--- src/common/alsrd_pkg.sv ---
// constants shared by the ambient light readout sequencer
package alsrd_pkg;
  // serial bus addressing
  localparam logic [7:0] BUS_WR_ADDR   = 8'h26;
  localparam logic [7:0] BUS_RD_ADDR   = 8'h27;
  localparam logic [3:0] BITS_PER_BYTE = 4'h8;
  // register pointer values
  localparam logic [7:0] REG_CMD       = 8'h80;
  localparam logic [7:0] REG_PARAM     = 8'h84;
  localparam logic [7:0] REG_RES_HI    = 8'h85;
  localparam logic [7:0] REG_RES_LO    = 8'h86;
  // field positions
  localparam int unsigned CMD_START_BIT = 4;
  localparam int unsigned CMD_BUSY_BIT  = 5;
  localparam int unsigned CMD_RDY_BIT   = 6;
  localparam int unsigned PAR_CONT_BIT  = 7;
  localparam int unsigned PAR_AVG_LSB   = 0;
  localparam int unsigned AVG_LOG_W     = 3;
  localparam logic [7:0]  PARAM_RESET   = 8'h00;
  // measurement timing
  localparam int unsigned CLK_KHZ       = 125000;
  localparam int unsigned FRAME_MS      = 100;
  localparam int unsigned CONV_US       = 300;
  localparam int unsigned FRAME_CYC_DEF = FRAME_MS * CLK_KHZ;
  localparam int unsigned CONV_CYC_DEF  = (CONV_US * CLK_KHZ) / 1000;
  localparam int unsigned MAX_AVG       = 128;
  localparam int unsigned RES_W         = 16;
  localparam int unsigned ACC_W         = 23;
  localparam int unsigned CNT_W         = 24;
  // serial interface states
  typedef enum logic [5:0] {
    S_IDLE  = 6'h01,
    S_ADDR  = 6'h02,
    S_AACK  = 6'h04,
    S_WRITE = 6'h08,
    S_WACK  = 6'h10,
    S_READ  = 6'h20
  } alsrd_bus_e;
  // conversion sequencer states
  typedef enum logic [2:0] {
    C_IDLE = 3'h1,
    C_CONV = 3'h2,
    C_HOLD = 3'h4
  } alsrd_conv_e;
endpackage

--- src/logic/alsrd_conv.sv ---
// averaging conversion sequencer with fixed frame and continuous modes
`timescale 1ns/100ps
module alsrd_conv #(
  parameter int unsigned FRAME_CYC = alsrd_pkg::FRAME_CYC_DEF,
  parameter int unsigned CONV_CYC  = alsrd_pkg::CONV_CYC_DEF
) (
  // clock and reset
  input  wire logic                                clk,
  input  wire logic                                rst_n,
  // control
  input  wire logic                                start,
  input  wire logic                                cont_mode,
  input  wire logic [alsrd_pkg::AVG_LOG_W-1:0]     avg_log2,
  // converter
  input  wire logic [alsrd_pkg::RES_W-1:0]         adc_data,
  output logic                                     conv_start,
  // result
  output logic                                     busy,
  output logic                                     result_pulse,
  output logic [alsrd_pkg::RES_W-1:0]              result
);
  localparam logic [alsrd_pkg::CNT_W-1:0] FRAME_LAST = alsrd_pkg::CNT_W'(FRAME_CYC - 1);
  localparam logic [alsrd_pkg::CNT_W-1:0] CONV_LAST  = alsrd_pkg::CNT_W'(CONV_CYC - 1);

  if (CONV_CYC < 1 || FRAME_CYC < CONV_CYC * alsrd_pkg::MAX_AVG ||
      FRAME_CYC > (1 << alsrd_pkg::CNT_W)) begin : g_bad_timing
    $error("frame length outside what the counters can serve");
  end

  alsrd_pkg::alsrd_conv_e            state;
  logic [alsrd_pkg::CNT_W-1:0]       frame_cnt;
  logic [alsrd_pkg::CNT_W-1:0]       conv_cnt;
  logic [7:0]                        n_done;
  logic [7:0]                        n_last;
  logic [7:0]                        conv_seen;
  logic [alsrd_pkg::ACC_W-1:0]       acc;
  logic                              mode;
  logic [alsrd_pkg::AVG_LOG_W-1:0]   avg;
  logic                              conv_end;
  logic                              last_conv;

  // settings are frozen at start so a mid-burst write cannot skew the average
  assign n_last    = 8'((9'h001 << avg) - 9'h001);
  assign conv_end  = (state == alsrd_pkg::C_CONV) && (conv_cnt == CONV_LAST);
  assign last_conv = (n_done == n_last);
  assign busy      = (state != alsrd_pkg::C_IDLE);

  always_ff @(posedge clk or negedge rst_n) begin
    if (!rst_n) begin
      state        <= alsrd_pkg::C_IDLE;
      conv_cnt     <= '0;
      n_done       <= '0;
      acc          <= '0;
      mode         <= 1'b0;
      avg          <= '0;
      conv_start   <= 1'b0;
      result_pulse <= 1'b0;
      result       <= '0;
    end else begin
      conv_start   <= 1'b0;
      result_pulse <= 1'b0;
      case (state)
        alsrd_pkg::C_IDLE: begin
          if (start) begin
            state      <= alsrd_pkg::C_CONV;
            mode       <= cont_mode;
            avg        <= avg_log2;
            conv_cnt   <= '0;
            n_done     <= '0;
            acc        <= '0;
            conv_start <= 1'b1;
          end
        end
        alsrd_pkg::C_CONV: begin
          if (conv_end) begin
            acc <= acc + alsrd_pkg::ACC_W'(adc_data);
            if (!last_conv) begin
              conv_cnt   <= '0;
              n_done     <= n_done + 8'h01;
              conv_start <= 1'b1;
            end else if (mode) begin
              state        <= alsrd_pkg::C_IDLE;
              result       <= alsrd_pkg::RES_W'((acc + alsrd_pkg::ACC_W'(adc_data)) >> avg);
              result_pulse <= 1'b1;
            end else begin
              state <= alsrd_pkg::C_HOLD;
              acc   <= alsrd_pkg::ACC_W'((acc + alsrd_pkg::ACC_W'(adc_data)) >> avg);
            end
          end else begin
            conv_cnt <= conv_cnt + 1'b1;
          end
        end
        alsrd_pkg::C_HOLD: begin
          if (frame_cnt == FRAME_LAST) begin
            state        <= alsrd_pkg::C_IDLE;
            result       <= acc[alsrd_pkg::RES_W-1:0];
            result_pulse <= 1'b1;
          end
        end
        default: state <= alsrd_pkg::C_IDLE;
      endcase
    end
  end

  // frame timer runs from start for the whole standard cycle
  always_ff @(posedge clk or negedge rst_n) begin
    if (!rst_n) begin
      frame_cnt <= '0;
    end else if (state == alsrd_pkg::C_IDLE) begin
      frame_cnt <= '0;
    end else if (frame_cnt != FRAME_LAST) begin
      frame_cnt <= frame_cnt + 1'b1;
    end
  end

  // independent count of started conversions, read only by the averaging check
  always_ff @(posedge clk or negedge rst_n) begin
    if (!rst_n) begin
      conv_seen <= '0;
    end else if (state == alsrd_pkg::C_IDLE && start) begin
      conv_seen <= '0;
    end else if (conv_start) begin
      conv_seen <= conv_seen + 8'h01;
    end
  end

  chk_frame_len: assert property (@(posedge clk) disable iff (!rst_n)
    (result_pulse && !mode) |-> ($past(frame_cnt) == FRAME_LAST))
    else $error("standard result not at frame end");
  chk_std_hold: assert property (@(posedge clk) disable iff (!rst_n)
    (state == alsrd_pkg::C_HOLD && frame_cnt != FRAME_LAST) |=> !result_pulse)
    else $error("standard result before frame end");
  chk_avg_count: assert property (@(posedge clk) disable iff (!rst_n)
    result_pulse |-> (conv_seen == 8'(9'h001 << avg)))
    else $error("wrong number of averaged conversions");
  chk_back_to_back: assert property (@(posedge clk) disable iff (!rst_n)
    (conv_end && !last_conv) |=> (conv_start && state == alsrd_pkg::C_CONV && conv_cnt == '0))
    else $error("gap between single conversions");
  chk_cont_ready: assert property (@(posedge clk) disable iff (!rst_n)
    (conv_end && last_conv && mode) |=> (result_pulse && state == alsrd_pkg::C_IDLE))
    else $error("continuous result not ready after last conversion");
endmodule

--- src/logic/alsrd_top.sv ---
// ambient light readout: serial register slave and measurement control
// Behaviour
// pointer increments after each byte read
// host addresses first register once, then reads
// bus address bytes 26h write, 27h read
// result high byte at 85h, low next
// param bit 7 selects continuous mode
// standard mode uses fixed 100 ms frame
// result averages configured count, up to 128
// standard result available only at frame end
// continuous mode runs conversions back to back
// host writes pointer only, then reads
// standby when no measurement, LED sink off
// continuous result ready after last conversion
`timescale 1ns/100ps
module alsrd_top #(
  parameter int unsigned FRAME_CYC = alsrd_pkg::FRAME_CYC_DEF,
  parameter int unsigned CONV_CYC  = alsrd_pkg::CONV_CYC_DEF
) (
  // clock and reset
  input  wire logic                        clk,
  input  wire logic                        rst_n,
  // serial bus pins
  input  wire logic                        scl_in,
  input  wire logic                        sda_in,
  output logic                             sda_out,
  output logic                             sda_oe,
  // converter
  input  wire logic [alsrd_pkg::RES_W-1:0] adc_data,
  output logic                             conv_start,
  // power state
  output logic                             standby,
  output logic                             led_sink_en
);
  localparam logic [6:0] ADDR7 = alsrd_pkg::BUS_WR_ADDR[7:1];

  alsrd_pkg::alsrd_bus_e          state;
  logic                           scl_m;
  logic                           scl_s;
  logic                           scl_d;
  logic                           sda_m;
  logic                           sda_s;
  logic                           sda_d;
  logic                           scl_rise;
  logic                           scl_fall;
  logic                           bus_start;
  logic                           bus_stop;
  logic [3:0]                     bit_cnt;
  logic [7:0]                     shreg;
  logic [7:0]                     ptr;
  logic                           rw;
  logic                           ptr_phase;
  logic                           in_ack;
  logic                           nack;
  logic [7:0]                     param;
  logic                           start_req;
  logic                           rdy;
  logic                           wr_en;
  logic                           hi_read;
  logic [7:0]                     rd_data;
  logic                           busy;
  logic                           result_pulse;
  logic [alsrd_pkg::RES_W-1:0]    result;

  // two flops on each pin before any logic looks at it
  always_ff @(posedge clk or negedge rst_n) begin
    if (!rst_n) begin
      scl_m <= 1'b1;
      scl_s <= 1'b1;
      scl_d <= 1'b1;
      sda_m <= 1'b1;
      sda_s <= 1'b1;
      sda_d <= 1'b1;
    end else begin
      scl_m <= scl_in;
      scl_s <= scl_m;
      scl_d <= scl_s;
      sda_m <= sda_in;
      sda_s <= sda_m;
      sda_d <= sda_s;
    end
  end

  assign scl_rise  = scl_s && !scl_d;
  assign scl_fall  = !scl_s && scl_d;
  assign bus_start = scl_s && scl_d && sda_d && !sda_s;
  assign bus_stop  = scl_s && scl_d && !sda_d && sda_s;
  assign sda_out   = 1'b0;
  assign wr_en     = (state == alsrd_pkg::S_WRITE) && scl_fall &&
                     (bit_cnt == alsrd_pkg::BITS_PER_BYTE) && !ptr_phase;
  assign hi_read   = (state == alsrd_pkg::S_READ) && scl_fall && !in_ack &&
                     (bit_cnt == alsrd_pkg::BITS_PER_BYTE) && (ptr == alsrd_pkg::REG_RES_HI);

  // register read map; unmapped pointers read zero
  always_comb begin
    rd_data = 8'h00;
    case (ptr)
      alsrd_pkg::REG_CMD: begin
        rd_data[alsrd_pkg::CMD_RDY_BIT]  = rdy;
        rd_data[alsrd_pkg::CMD_BUSY_BIT] = busy;
      end
      alsrd_pkg::REG_PARAM:  rd_data = param;
      alsrd_pkg::REG_RES_HI: rd_data = result[15:8];
      alsrd_pkg::REG_RES_LO: rd_data = result[7:0];
      default:               rd_data = 8'h00;
    endcase
  end

  // serial slave; the host sets the pointer by a write with no data byte
  always_ff @(posedge clk or negedge rst_n) begin
    if (!rst_n) begin
      state     <= alsrd_pkg::S_IDLE;
      bit_cnt   <= '0;
      shreg     <= 8'h00;
      ptr       <= 8'h00;
      rw        <= 1'b0;
      ptr_phase <= 1'b0;
      in_ack    <= 1'b0;
      nack      <= 1'b0;
      sda_oe    <= 1'b0;
    end else if (bus_start) begin
      state   <= alsrd_pkg::S_ADDR;
      bit_cnt <= '0;
      sda_oe  <= 1'b0;
    end else if (bus_stop) begin
      state  <= alsrd_pkg::S_IDLE;
      sda_oe <= 1'b0;
    end else begin
      case (state)
        alsrd_pkg::S_IDLE: sda_oe <= 1'b0;
        alsrd_pkg::S_ADDR, alsrd_pkg::S_WRITE: begin
          if (scl_rise) begin
            shreg   <= {shreg[6:0], sda_s};
            bit_cnt <= bit_cnt + 4'h1;
          end else if (scl_fall && bit_cnt == alsrd_pkg::BITS_PER_BYTE) begin
            if (state == alsrd_pkg::S_ADDR) begin
              if (shreg[7:1] == ADDR7) begin
                state  <= alsrd_pkg::S_AACK;
                rw     <= shreg[0];
                sda_oe <= 1'b1;
              end else begin
                state <= alsrd_pkg::S_IDLE;
              end
            end else begin
              state     <= alsrd_pkg::S_WACK;
              sda_oe    <= 1'b1;
              ptr_phase <= 1'b0;
              ptr       <= ptr_phase ? shreg : ptr + 8'h01;
            end
          end
        end
        alsrd_pkg::S_AACK: begin
          if (scl_fall) begin
            bit_cnt <= '0;
            if (rw) begin
              state  <= alsrd_pkg::S_READ;
              in_ack <= 1'b0;
              shreg  <= rd_data;
              sda_oe <= !rd_data[7];
            end else begin
              state     <= alsrd_pkg::S_WRITE;
              ptr_phase <= 1'b1;
              sda_oe    <= 1'b0;
            end
          end
        end
        alsrd_pkg::S_WACK: begin
          if (scl_fall) begin
            state   <= alsrd_pkg::S_WRITE;
            bit_cnt <= '0;
            sda_oe  <= 1'b0;
          end
        end
        alsrd_pkg::S_READ: begin
          if (in_ack) begin
            if (scl_rise) begin
              nack <= sda_s;
            end else if (scl_fall) begin
              in_ack  <= 1'b0;
              bit_cnt <= '0;
              if (nack) begin
                state <= alsrd_pkg::S_IDLE;
              end else begin
                shreg  <= rd_data;
                sda_oe <= !rd_data[7];
              end
            end
          end else if (scl_rise) begin
            bit_cnt <= bit_cnt + 4'h1;
          end else if (scl_fall) begin
            if (bit_cnt == alsrd_pkg::BITS_PER_BYTE) begin
              in_ack <= 1'b1;
              sda_oe <= 1'b0;
              ptr    <= ptr + 8'h01;
            end else begin
              shreg  <= {shreg[6:0], 1'b0};
              sda_oe <= !shreg[6];
            end
          end
        end
        default: state <= alsrd_pkg::S_IDLE;
      endcase
    end
  end

  // writable registers; start is a one-cycle request
  always_ff @(posedge clk or negedge rst_n) begin
    if (!rst_n) begin
      param     <= alsrd_pkg::PARAM_RESET;
      start_req <= 1'b0;
    end else begin
      start_req <= wr_en && (ptr == alsrd_pkg::REG_CMD) && shreg[alsrd_pkg::CMD_START_BIT];
      if (wr_en && ptr == alsrd_pkg::REG_PARAM) begin
        param <= shreg;
      end
    end
  end

  // ready flag: a new result in the same cycle as the clearing read wins
  always_ff @(posedge clk or negedge rst_n) begin
    if (!rst_n) begin
      rdy <= 1'b0;
    end else if (result_pulse) begin
      rdy <= 1'b1;
    end else if (hi_read) begin
      rdy <= 1'b0;
    end
  end

  // ambient measurement never drives the emitter
  assign standby     = !busy;
  assign led_sink_en = 1'b0;

  alsrd_conv #(
    .FRAME_CYC (FRAME_CYC),
    .CONV_CYC  (CONV_CYC)
  ) u_conv (
    .clk          (clk),
    .rst_n        (rst_n),
    .start        (start_req),
    .cont_mode    (param[alsrd_pkg::PAR_CONT_BIT]),
    .avg_log2     (param[alsrd_pkg::PAR_AVG_LSB +: alsrd_pkg::AVG_LOG_W]),
    .adc_data     (adc_data),
    .conv_start   (conv_start),
    .busy         (busy),
    .result_pulse (result_pulse),
    .result       (result)
  );

  chk_ptr_incr: assert property (@(posedge clk) disable iff (!rst_n)
    (state == alsrd_pkg::S_READ && !in_ack && !bus_start && !bus_stop && scl_fall &&
     bit_cnt == alsrd_pkg::BITS_PER_BYTE) |=> (ptr == $past(ptr) + 8'h01))
    else $error("pointer did not advance after read byte");
  chk_addr_match: assert property (@(posedge clk) disable iff (!rst_n)
    (state == alsrd_pkg::S_AACK) |-> (sda_oe && shreg[7:1] == ADDR7))
    else $error("acknowledged a foreign bus address");
  chk_high_first: assert property (@(posedge clk) disable iff (!rst_n)
    (state == alsrd_pkg::S_AACK && rw && scl_fall && !bus_start && !bus_stop &&
     ptr == alsrd_pkg::REG_RES_HI) |=> (shreg == $past(result[15:8])))
    else $error("result high byte not returned first");
  chk_mode_sel: assert property (@(posedge clk) disable iff (!rst_n)
    (wr_en && ptr == alsrd_pkg::REG_PARAM && !bus_start && !bus_stop) |=>
    (param[alsrd_pkg::PAR_CONT_BIT] == $past(shreg[alsrd_pkg::PAR_CONT_BIT])))
    else $error("mode bit not taken from write");
endmodule

--- config.mk ---
export PLATFORM = sky130hd
export DESIGN_NAME = alsrd_top
export DESIGN_NICKNAME = d
export VERILOG_FILES = /design/src/common/alsrd_pkg.sv /design/src/logic/alsrd_conv.sv /design/src/logic/alsrd_top.sv
export SDC_FILE = /design/constraint.sdc
export NUM_CORES = 1
export LEC_CHECK = 0
export BUFFER_PORTS_ARGS = -buffer_cell sky130_fd_sc_hd__buf_2
export CAP_MARGIN = 10
export CORE_MARGIN = 8
export CORE_UTILIZATION = 50
export CTS_BUF_LIST = sky130_fd_sc_hd__clkbuf_8 sky130_fd_sc_hd__clkbuf_16
export DETAILED_ROUTE_END_ITERATION = 12
export GPL_TIMING_DRIVEN = 1
export PLACE_DENSITY = 0.74
export SETUP_SLACK_MARGIN = 0.4
export SYNTH_ARGS = -nofsm -noshare
export SYNTH_HDL_FRONTEND = slang
export SYNTH_SLANG_ARGS = --single-unit
--- constraint.sdc ---
create_clock -name clk -period 8.4 [get_ports clk]
set_input_delay 0.84 -clock clk [delete_from_list [all_inputs] [get_ports clk]]
set_output_delay 0.84 -clock clk [all_outputs]
set_load 0.05 [all_outputs]
Word level (Yosys, flattened, before mapping)

Index checks and enable logic that the tools add are counted.

Add/subtract/negate cells: 7
Eq/ne operators: 53
Shifts and indexed selects: 2
Muxes and demuxes: 113
Bitwise logic cells: 3
Reductions and logical operators: 55

Operator list:

| kind                                                                     | count |
|---|---|
| 8-bit 2-to-1 mux                                                         | 21 |
| 24-bit 2-to-1 mux                                                        | 5 |
| 23-bit 2-to-1 mux                                                        | 4 |
| 6-bit 2-to-1 mux                                                         | 12 |
| 16-bit 2-to-1 mux                                                        | 4 |
| 24-bit by 1-bit adder with 24-bit output (second input constant)         | 2 |
| 24-bit one-hot mux with 2 select lines                                   | 1 |
| 23-bit one-hot mux with 2 select lines                                   | 1 |
| 1-bit 2-to-1 mux                                                         | 38 |
| 4-bit inequality test (second input constant)                            | 9 |
| 8-bit equality test (second input constant)                              | 4 |
| 16-bit one-hot mux with 2 select lines                                   | 1 |
| 8-bit one-hot mux with 2 select lines                                    | 2 |
| 6-bit one-hot mux with 5 select lines                                    | 1 |
| 2-bit inequality test (second input constant)                            | 14 |
| 24-bit by 16-bit equality test with 1-bit output (second input constant) | 1 |
| 24-bit equality test (second input constant)                             | 1 |
| 4-bit 2-to-1 mux                                                         | 6 |
| 24-bit inequality test (second input constant)                           | 1 |
| 8-bit one-hot mux with 3 select lines                                    | 1 |
| 23-bit by 16-bit adder with 23-bit output                                | 1 |
| 23-bit by 3-bit >> shifter with 23-bit output                            | 1 |
| 10-bit AND reduction                                                     | 2 |
| 1-bit logical AND                                                        | 19 |
| 42 further kinds                                                         | 81 |

Flip-flop bits (word level): 151
Output and inout port bits: 5

Longest topological paths before layout

Gate-level depths: netlist of run 1.

Depth after elaboration: 10
Gate-level depth with buffers: 12
Depth with buffers taken out: 11

Modules after synthesis

A second synthesis of run 1 with hierarchy kept.

Cell total of the unflattened synthesis: 1193
Area, all modules: 10333.7 µm²

Modules (own cells, without submodules):

| module     | instances | cells an instance | area each (µm²) | seq. area each (µm²) |
|---|---|---|---|---|
| alsrd_conv | 1         | 892               | 7489.7          | 2603.7 |
| alsrd_top  | 1         | 301               | 2844.0          | 1184.9 |

Least setup slack after synthesis of run 1

Ideal clock, no wire load.

Kind: input to register
Start: in adc_data[0] (netlist bit)
End: reg u_conv.acc[9] (netlist bit)
Library setup time: 0.120 ns
Arrival: 3.292 ns
Required time: 8.280 ns
Path slack: 4.988 ns
Stages on the path: 11
Path through: ha_1 -> fa_1 -> a211oi_2 -> o21ai_4 -> a31oi_4 -> o31ai_4 -> xor2_2 -> mux4_2 -> a21oi_2 -> a21oi_1 -> a31o_1

Cells in the longest elaborated chain, start to end: 6

RTL lines:

| element                                       | line                               | text |
|---|---|---|
| from (decl)                                   | alsrd_top.sv:29                    | `input wire logic [alsrd_pkg::RES_W-1:0] adc_data,` |
| 23-bit by 16-bit adder with 23-bit output *   | alsrd_conv.sv:76, alsrd_conv.sv:87 |  |
| 23-bit by 3-bit >> shifter with 23-bit output | --                                 |  |
| 23-bit 2-to-1 mux                             | alsrd_conv.sv:81                   | `end else if (mode) begin` |
| 23-bit 2-to-1 mux *                           | alsrd_conv.sv:77                   | `if (!last_conv) begin` |
| 23-bit 2-to-1 mux *                           | alsrd_conv.sv:75                   | `if (conv_end) begin` |
| 23-bit one-hot mux with 2 select lines *      | alsrd_conv.sv:62                   | `case (state)` |
| to (signal assigned)                          | alsrd_conv.sv:76                   | `acc <= acc + alsrd_pkg::ACC_W'(adc_data);` |
| to (signal assigned)                          | alsrd_conv.sv:87                   | `acc <= alsrd_pkg::ACC_W'((acc + alsrd_pkg::ACC_W'(adc_data)) >> avg);` |
| to (decl)                                     | alsrd_conv.sv:36                   | `logic [alsrd_pkg::ACC_W-1:0] acc;` |

Every way passes the cells marked *; elsewhere a longest branch is shown, timed or not. The select of a mux whose other input is x is not followed.
A chain may end at the register's enable or synchronous reset.

Worst setup path in the final report of run 1

Start: reg u_conv.avg[2] (netlist bit)
End: reg u_conv.result[12] (netlist bit)

Cells in the longest elaborated chain, start to end: 5
Elaborated cells on any way between the ends: 10

RTL lines:

| element                                                                                                      | line                               | text |
|---|---|---|
| from (decl)                                                                                                  | alsrd_conv.sv:38                   | `logic [alsrd_pkg::AVG_LOG_W-1:0] avg;` |
| from (signal assigned)                                                                                       | alsrd_conv.sv:67                   | `avg <= avg_log2;` |
| 1-bit by 3-bit left shift with 8-bit output or 23-bit by 3-bit >> shifter with 23-bit output (tied branches) | alsrd_conv.sv:43, alsrd_conv.sv:83 |  |
| 8-bit by 1-bit subtractor with 8-bit output or 16-bit 2-to-1 mux (tied branches)                             | alsrd_conv.sv:43, alsrd_conv.sv:81 |  |
| 8-bit equality test or 16-bit 2-to-1 mux (tied branches)                                                     | alsrd_conv.sv:45, alsrd_conv.sv:77 |  |
| 2-bit by 1-bit inequality test with 1-bit output (no line) or 16-bit 2-to-1 mux (tied branches)              | --                                 |  |
| 5-bit AND reduction (no line) or 16-bit one-hot mux with 2 select lines (tied branches)                      | --                                 |  |
| to (signal assigned)                                                                                         | alsrd_conv.sv:83                   | `result <= alsrd_pkg::RES_W'((acc + alsrd_pkg::ACC_W'(adc_data)) >> avg);` |
| to (signal assigned)                                                                                         | alsrd_conv.sv:96                   | `result <= acc[alsrd_pkg::RES_W-1:0];` |
| to (decl)                                                                                                    | alsrd_conv.sv:20                   | `output logic [alsrd_pkg::RES_W-1:0] result` |

Parallel ways exist; a longest one is shown, timed or not. The select of a mux whose other input is x is not followed.

==> impl_summary.md, run 1 <==
Timing
For this run, the top clock speed supported by timing is 249 MHz. The post-route setup TNS is 0 ns. Setup repair after global routing left no endpoint under its margin.

The final critical path takes up 47.7% of the cycle. The number of max-slew violations in the final report was 0. Subtracting the final worst setup slack from the clock period gives 4.01 ns. The worst hold margin is 0.357 ns. The slew of the pin with the lowest slew margin is 1.09 ns.

Setup violations remaining at the end of the flow were counted as 0. The clock arrives with 0.0118 ns of skew. The relative slew slack is 27.6%. The number of hold violations in the final report was 0.

Floorplan
25 I/O pins were placed. The die covers 0.0250 mm^2. The initialized floorplan defines 52 standard-cell rows. The horizontal die dimension is 158 um. The height of the chip is 158 um. For this configuration, the core starts out at a cell density of 50.3%. After floorplanning, the core was sized to cover 0.0200 mm^2.

Clocking
The TritonCTS buffer count is 17. The total number of clock tree sinks is 151. After clock tree synthesis, the clock-pin slew on the worst setup and hold paths is 0.07 ns. The H-tree generated during clock tree synthesis spans 4 levels. After clock tree synthesis, the repair step resized 0 gates. The latest clock arrival within the worst-skew pair is 0.44 ns.

The clock passes through at most 2 buffers. TritonCTS built the clock tree. The post-CTS setup buffer count is 0. After clock tree synthesis, the flow added hold-fix buffers numbering 0.

The cell sitting at the root of the clock tree is a sky130_fd_sc_hd__clkbuf_16.

Pwr
The switching power of the nets is 537 uW. Combinational cells account for 12.4% of the total power. The portion of total power attributed to the clock network is 42.9%. VDD sags by at most 0.117 mV. The power per cell area is 165 mW/mm^2. Of the total power, the share spent switching nets is 30.0%.

Summed over all cells, the static leakage comes to 4.64 nW. The sequential fraction of design power is 44.7%. The internal cell power is 1.25 mW.

Synth
The synthesized area per cell is 8.69 um^2. In the synthesized netlist the dominant register cell turns out to be sky130_fd_sc_hd__dfrtp_1. In the synthesized netlist the async set-or-reset flop fraction comes to 100%. The post-synthesis sequential area ratio is 37.6%.

The area of the mapped netlist is 0.0101 mm^2. Counting flops with a built-in enable in the synthesized netlist gives 0. Synthesis inferred 151 register bits.

The cell type with the largest total area after synthesis is sky130_fd_sc_hd__dfrtp_1. By area the synthesized netlist is led by sky130_fd_sc_hd__dfrtp_1 35%, sky130_fd_sc_hd__nor2_1 4.9%, sky130_fd_sc_hd__nand2_1 4.8%. Counting distinct cell types in the post-synthesis netlist gives 99.

Synthesis produced 1,161 cells. For this run, the number of Yosys warnings is 0. The top cell type by area accounts for 35.5% of the synthesized area.

Final layout
0 antenna diodes ended up in the layout. The relative area change from synthesis to final layout is 7.68%. Leaving out fill and tap cells, the most frequent cells in the layout are 143 x sky130_fd_sc_hd__dfrtp_1, 133 x sky130_fd_sc_hd__nor2_1, 129 x sky130_fd_sc_hd__nand2_1.

The post-layout net count is 1,189. The final design area excluding fillers is 0.0109 mm^2. The fraction of final layout cells with drive strength greater than 1 is 11.4%. Leaving out fill and tap cells, the most frequent cell in the layout is sky130_fd_sc_hd__dfrtp_1.

Drt
For this run, design rule violations remaining after detail routing come to 0. The first-pass iteration count of the detailed router is 7. The post-detailed-routing wire length is 25.0 mm. The antenna violation net count after detailed routing is 0.

The total via count after detailed routing is 8,820. The detail-routed net length per standard cell is 17.5 um. The number of vias per cell is 6.19. The detailed router finished its first iteration with 864 violations.

Placement
After detailed placement, the total cell area comes to 0.0103 mm^2. The number of I/O port buffers is 22. The congestion estimate from routability-driven global placement came to 0.890.

Summed over all nets, the half-perimeter wirelength after detailed placement is 17.9 mm.

Worst hold path
The classification of the worst-slack hold path is reg2reg. For hold timing, the worst endpoint is sda_s$_DFF_PN1_. The hold path depth is 0.

The start point of the worst min-delay path is sda_m$_DFF_PN1_.

Critical path
The data arrival time at the worst-slack endpoint is 4.32 ns. The startpoint identified for the worst register-to-register timing path is u_conv.avg[2]$_DFFE_PN0P_. The reg-to-reg setup timing slack is 4.39 ns. The worst register-to-register path has a depth of 11.

At the worst endpoint, the required time is 8.71 ns. The capturing element type of the critical path is a flip-flop. The terminus of the critical flop-to-flop path is u_conv.result[12]$_DFFE_PN0P_. The critical path is of the reg2reg type. The worst setup path is launched from a flip-flop.

The maximum fanout along the worst path is 29.

Global route
The met1 track demand over resource in global routing is 27.2%. The maximum number of pins on one net before global-route repair is 80. The global-route wire length before repair is 42.2 mm. The total congestion overflow after global routing is 0. Across every metal layer, demand over resource in global routing totals 20.9%. The busiest layer in global routing is met2. In the global route stage, met2 resource usage came out at 34.0%. The number of antenna violations at the first check in global routing is 0. The met3 usage is 3.11%. The via count of the first global-routing pass is 8,391.

Run
The tool flagged a number of max-cap violations equal to 0.

Run status
The flow ran to the end, and the final reports show no timing, DRC or antenna violations.
Yosys cell counts, drive strengths merged, types with 4 or more instances:
library cell  count
a211oi           21
a21o             13
a21oi            85
a221oi            6
a22o              6
a22oi            15
a31oi            10
a32o              5
a32oi             4
and2             17
and3             23
and3b             4
and4              5
buf              31
clkbuf           32
dfrtp           143
dfstp             8
ha               25
inv              23
mux2             18
mux2i            20
mux4              5
nand2           130
nand2b            9
nand3            40
nand4            25
nor2            136
nor2b             8
nor3             34
nor3b             6
nor4             14
nor4b             5
o211ai           10
o21a              6
o21ai            81
o22a              8
o22ai             6
o31ai             4
or2               5
or3               9
or4               4
xnor2            29
xor2             34
through the flow:
step	worst slack [ns]	power [mW]	util, %	std cells
2_1_floorplan	4.99	0.963	-	1162
3_3_place_gp	4.59	1.02	51.2	1394
3_5_place_dp	4.52	1.03	51.2	1394
4_1_cts	4.50	1.80	54.2	1426
5_1_grt	4.10	1.86	54.2	1426
6_report	4.39	1.79	54.2	1426
critical path, cell delays in order (launching register included):
cell                        delay, ns
sky130_fd_sc_hd__dfrtp_1         0.36
sky130_fd_sc_hd__buf_4           0.23
sky130_fd_sc_hd__inv_1           0.66
sky130_fd_sc_hd__a211o_1         0.23
sky130_fd_sc_hd__a21boi_1        0.06
sky130_fd_sc_hd__o2111ai_1       0.41
sky130_fd_sc_hd__nor2_1          0.15
sky130_fd_sc_hd__and3_1          0.27
sky130_fd_sc_hd__nor2_1          0.71
sky130_fd_sc_hd__inv_1           0.41
sky130_fd_sc_hd__o21ai_0         0.32
sky130_fd_sc_hd__a21oi_1         0.06
worst max-delay path by stage:
stage                                   start  cells past startpoint                            end  slack [ns]
floorplan                         adc_data[0]                     11      u_conv.acc[9]$_DFFE_PN0P_        4.99
finish              u_conv.avg[2]$_DFFE_PN0P_                     11  u_conv.result[12]$_DFFE_PN0P_        4.39
CTS                 u_conv.avg[2]$_DFFE_PN0P_                     11  u_conv.result[12]$_DFFE_PN0P_        4.50
detailed placement  u_conv.avg[2]$_DFFE_PN0P_                     11  u_conv.result[12]$_DFFE_PN0P_        4.52
global placement    u_conv.avg[2]$_DFFE_PN0P_                     11  u_conv.result[12]$_DFFE_PN0P_        4.59
global route        u_conv.avg[2]$_DFFE_PN0P_                     11  u_conv.result[12]$_DFFE_PN0P_        4.10
flip-flops by register name, indices dropped and copies added, names as in the netlist, 4 cells and up:
name / cells
u_conv.conv_cnt: 24
u_conv.acc: 23
u_conv.result: 16
ptr: 8
param: 8
state: 6
u_conv.n_done: 8
shreg: 8
bit_cnt: 4
u_conv.frame_cnt: 24
cell families (layout without fill, tap and decap cells):
kind of cell    after synthesis  in the layout  synth area share, %
compound gates              310            310                 21.0
xor+xnor                     63             63                 5.69
fa+ha+maj                    26             26                 3.30
buf+inv                      86             80                 3.83
flops                       151            151                 37.6
mux                          43             43                 5.18
other cells                   1              2               0.0372
simple gates                481            481                 23.4
area by class of cell:
| type | instances | area [um^2] |
|---|---|---|
| inverters | 23 | 86.3 |
| flip-flops and latches | 151 | 3790 |
| clock buffers | 18 | 439 |
| multi-input cells | 925 | 5920 |
| repair buffers | 25 | 139 |
| well taps | 270 | 338 |
| fillers | 1884 | 9180 |
| clock inverters | 14 | 155 |
routing by layer:
metal / routed length [um] / vias to the layer above
met5: 0 / -
li1: - / 4188
met1: 10900 / 4298
met3: 1340 / 62
met4: 830 / 0
met2: 12000 / 272
power groups by stage:
stage / sequential, mW / clock [mW] / combinational [mW]
floorplan: 0.797 / 0 / 0.166
global placement: 0.811 / 0 / 0.212
CTS: 0.799 / 0.782 / 0.221
detailed placement: 0.813 / 0 / 0.220
global route: 0.805 / 0.807 / 0.248
finish: 0.800 / 0.767 / 0.221
Power figures use the tool's default switching activity.
==> run 2: changes to the inputs <==
--- a/config.mk
+++ b/config.mk
@@ -5,6 +5,7 @@
 export SDC_FILE = /design/constraint.sdc
 export NUM_CORES = 1
 export LEC_CHECK = 0
+export ABC_AREA = 1
 export BUFFER_PORTS_ARGS = -buffer_cell sky130_fd_sc_hd__buf_2
 export CAP_MARGIN = 10
 export CORE_MARGIN = 8
@@ -12,7 +13,7 @@
 export CTS_BUF_LIST = sky130_fd_sc_hd__clkbuf_8 sky130_fd_sc_hd__clkbuf_16
 export DETAILED_ROUTE_END_ITERATION = 12
 export GPL_TIMING_DRIVEN = 1
-export PLACE_DENSITY = 0.74
+export PLACE_DENSITY = 0.77
 export SETUP_SLACK_MARGIN = 0.4
 export SYNTH_ARGS = -nofsm -noshare
 export SYNTH_HDL_FRONTEND = slang
==> constraint.sdc (replaced) <==
create_clock -name clk -period 3.3 [get_ports clk]
set_input_delay 0.33 -clock clk [delete_from_list [all_inputs] [get_ports clk]]
set_output_delay 0.33 -clock clk [all_outputs]
set_load 0.05 [all_outputs]
==> run 2 against run 1 <==
Net effect: non-clock buffer count up 17; fmax up 53%; register-to-register slack worse by 3.7 ns; routed wire length up 17%; count of clock-buffer cells in the layout unchanged; critical path type unchanged; sequential share of layout area down 2.7 points; area after synthesis up 6.1%; highest routed layer unchanged; combinational power rose to 3.8 times the previous value; synthesized cell count up 36%.
==> impl_summary.md, run 2 <==
Synth
The synthesized netlist occupies a cell area of 0.0107 mm^2. By count the netlist is led by 470 x sky130_fd_sc_hd__nand2_1, 201 x sky130_fd_sc_hd__nand3_1, 172 x sky130_fd_sc_hd__inv_1. The cell type with the largest total area after synthesis is sky130_fd_sc_hd__dfrtp_1. Counting distinct cell types in the post-synthesis netlist gives 60.

The share of the Yosys chip area taken by registers is 35.4%. The prevailing post-synth register cell is sky130_fd_sc_hd__dfrtp_1. The area fraction of the dominant cell type after synthesis is 33.4%. After technology mapping, the gate count stands at 1,578. The share of flip-flops with an asynchronous set or reset after synthesis is 100%.

The number of flops mapped to enable cells by yosys is 0. The most common cell in the synthesized netlist is sky130_fd_sc_hd__nand2_1. A synthesized cell averages 6.78 um^2. For this run, the number of Yosys warnings is 0. The synthesis-stage register bit count is 151. Yosys attributes the largest share of cell area to sky130_fd_sc_hd__dfrtp_1 33%, sky130_fd_sc_hd__nand2_1 16%, sky130_fd_sc_hd__nand3_1 9.4%.

Clocking
The clock net in this run drives a total of 151 sinks. The clock root buffer is sky130_fd_sc_hd__clkbuf_16. The H-tree was split into 4 levels. The deepest clock path buffer count is 2. The latest clock arrival within the worst-skew pair is 0.43 ns. The number of clock buffers added by TritonCTS is 17. The clock tree from TritonCTS is built. The CTS clock-pin slew for the worst setup and hold paths is 0.06 ns.

Final layout
In the final layout, the share of cells above drive strength 1 is 7.46%. The flip-flop and latch area is 0.00379 mm^2. The area growth from synthesis to layout is 9.83%. The post-layout net count is 1,641. The most frequent standard cell in the layout excluding fill and tap cells is sky130_fd_sc_hd__nand2_1. The final antenna diode count is 0. In the layout the commonest cells are 470 x sky130_fd_sc_hd__nand2_1, 201 x sky130_fd_sc_hd__nand3_1, 174 x sky130_fd_sc_hd__inv_1. The number of fillers in the final layout is 2,000. The largest registers in the layout are u_conv.conv_cnt (24), u_conv.frame_cnt (24), u_conv.acc (23). The multi-input combinational cells in the finished layout cover a total of 0.00602 mm^2.

Critical path
At the worst endpoint, the required time is 3.61 ns. The reg-to-reg setup timing slack is 0.68 ns. Grouping stages by cell kind, the critical path spends the most delay in simple AND/OR/NAND/NOR gates. The type of the worst setup path is reg2reg. STA classifies the critical path endpoint as a flip-flop.

Walking the worst path, the cells encountered are ha_1 > fa_1 > nand3_1 > nand3_1 > nand2_1 > nand2_1 > nand2_1 > nand3b_1 > nand3_1 > nand3_1 > nand3_1 > nand3_1 > nand2_1 > nand2_1. The data arrival time at the worst-slack endpoint is 2.93 ns. The buffer and inverter count on the worst path is 0. The delay of the slowest critical-path stage is 0.44 ns.

STA classifies the critical path startpoint as a flip-flop. Along the worst path, the maximum fanout reaches 5. The cell with the largest stage delay on the worst path is sky130_fd_sc_hd__fa_1. The cell that appears most often on the critical path is sky130_fd_sc_hd__nand3_1.

Timing
The post-route setup TNS is 0 ns. The period utilization is 79.3%. Setup repair after global routing left no endpoint under its margin.

The maximum clock rate is 382 MHz. The slew of the pin with the lowest slew margin is 1.04 ns. The number of hold violations in the final report is 0.

Setup violations remaining at the end of the flow were counted as 0. Headroom to the max-slew limit came out at 30.5%. The final worst setup slack is 0.682 ns.

For the finished layout, the period the worst path requires is 2.62 ns. For the final database, setup skew stands at 0.0157 ns. The worst hold margin is 0.357 ns. The number of max-slew violations in the final report was 0.

Pwr
The internal power of the cells totals 3.62 mW. The maximum vdd drop is 0.296 mV. The power per cell area is 433 mW/mm^2. The portion of total power attributed to the clock network is 42.5%. The total design power is 5.09 mW. In this run switching power makes up 28.9% of total power. Combinational cells account for 16.4% of the total power. The static leakage power is 5.67 nW.

In this run the power spent charging and discharging nets is 1.47 mW. The sequential fraction of design power is 41.1%.

Drt
The number of vias per cell is 5.74. The total via count after detailed routing is 10,804. In the routed design, unresolved DRC markers number 0. Summed over all layers, the routed wires come to 29.2 mm. Once detail routing completed, the nets flagged for antenna violations numbered 0. The detail-routed net length per standard cell is 15.5 um. The initial detailed-routing violation count is 874.

The first detailed-routing pass ran for 5 iterations.

Placement
The congestion estimate from routability-driven global placement came to 0.934. The post-placement setup slack is 0.679 ns. Detailed placement ended at an HPWL of 21.7 mm. Input and output buffers added on the ports amount to 22.

Run
Across the run, the number of max-cap violations was 0.

Global route
The number of antenna violations at the first check in global routing was 0. The via count of the first global-routing pass came to 10,194. Summed over all layers, the global routing overflow is 0. Entering global routing, the biggest net connects 81 pins. Across every metal layer, demand over resource in global routing totals 22.5%. The global-route wire length before repair is 49.1 mm.

Floorplan
The height of the chip is 162 um. The total area inside the core boundary comes to 0.0210 mm^2. The standard-cell row count is 53. Once the floorplan was initialized, standard cells occupied 50.9% of the core. The horizontal die dimension is 162 um.

The area enclosed by the die boundary is 0.0263 mm^2. 25 I/O pins were placed.

Run status
The flow ran to the end, and the final reports show no timing, DRC or antenna violations.

Worst hold path
The classification of the worst-slack hold path is reg2reg.
-- run 2: cell families (layout without fill, tap and decap cells) --
| group | after synthesis | in the layout | share of synthesized area [%] |
|---|---|---|---|
| xor gates and xnor gates | 38 | 38 | 3.11 |
| adders and majority gates | 26 | 26 | 3.11 |
| muxes | 5 | 5 | 0.491 |
| DFF | 151 | 151 | 35.4 |
| and+or+nand+nor | 946 | 946 | 39.5 |
| AOI/OAI and AO/OA | 186 | 186 | 9.88 |
| other | 1 | 2 | 0.0350 |
| buffers and inverters | 225 | 254 | 8.51 |
-- run 2: final cells by class --
type                    instances  area share [%]
multi-input cells            1203            51.2
clock inverters                14            1.78
inverters                     180            5.77
repair buffers                 42            2.33
well taps                     275            2.93
clock buffers                  18            3.74
flip-flops and latches        151            32.2
-- run 2: metal layers --
metal	GRT usage [%]	part of all wire (%)	up-vias
li1	-	-	5255
met2	36.1	46	382
met3	4.15	5.8	75
met1	29.5	45	5092
met5	0	0	-
met4	9.43	3.3	0
-- run 2: path summary, 6_finish.rpt --
path	startpoint	end	cells after the start
setup / recovery	u_conv.acc[0]$_DFFE_PN0P_	u_conv.result[11]$_DFFE_PN0P_	14
hold / removal	sda_m$_DFF_PN1_	sda_s$_DFF_PN1_	0
setup reg to reg	u_conv.acc[0]$_DFFE_PN0P_	u_conv.result[11]$_DFFE_PN0P_	14
hold reg to reg	sda_m$_DFF_PN1_	sda_s$_DFF_PN1_	0
max in group asynchronous	rst_n	u_conv.acc[1]$_DFFE_PN0P_	3
min in group asynchronous	rst_n	u_conv.conv_cnt[21]$_DFFE_PN0P_	2
-- run 2: per-stage QoR --
step	cells	util, %	cell area, um^2
6_report	1883	55.9	11800
5_1_grt	1883	55.9	11800
4_1_cts	1883	55.9	11700
3_5_place_dp	1848	52.6	11100
3_3_place_gp	1848	52.6	11100
2_1_floorplan	1579	-	10700
-- run 2: power by group through the flow --
stage	clock network [mW]	registers (mW)	logic, mW
global placement	0	2.11	0.798
global route	2.28	2.11	0.964
CTS	2.19	2.09	0.827
finish	2.17	2.09	0.835
detailed placement	0	2.12	0.817
floorplan	0	2.09	0.611
-- run 2: repair_timing --
item,4_1_cts,5_1_grt
hold buffers,3,0
setup endpoints to repair,0,1
resized for setup,0,2
setup buffers,0,0
hold endpoints to repair,76,0
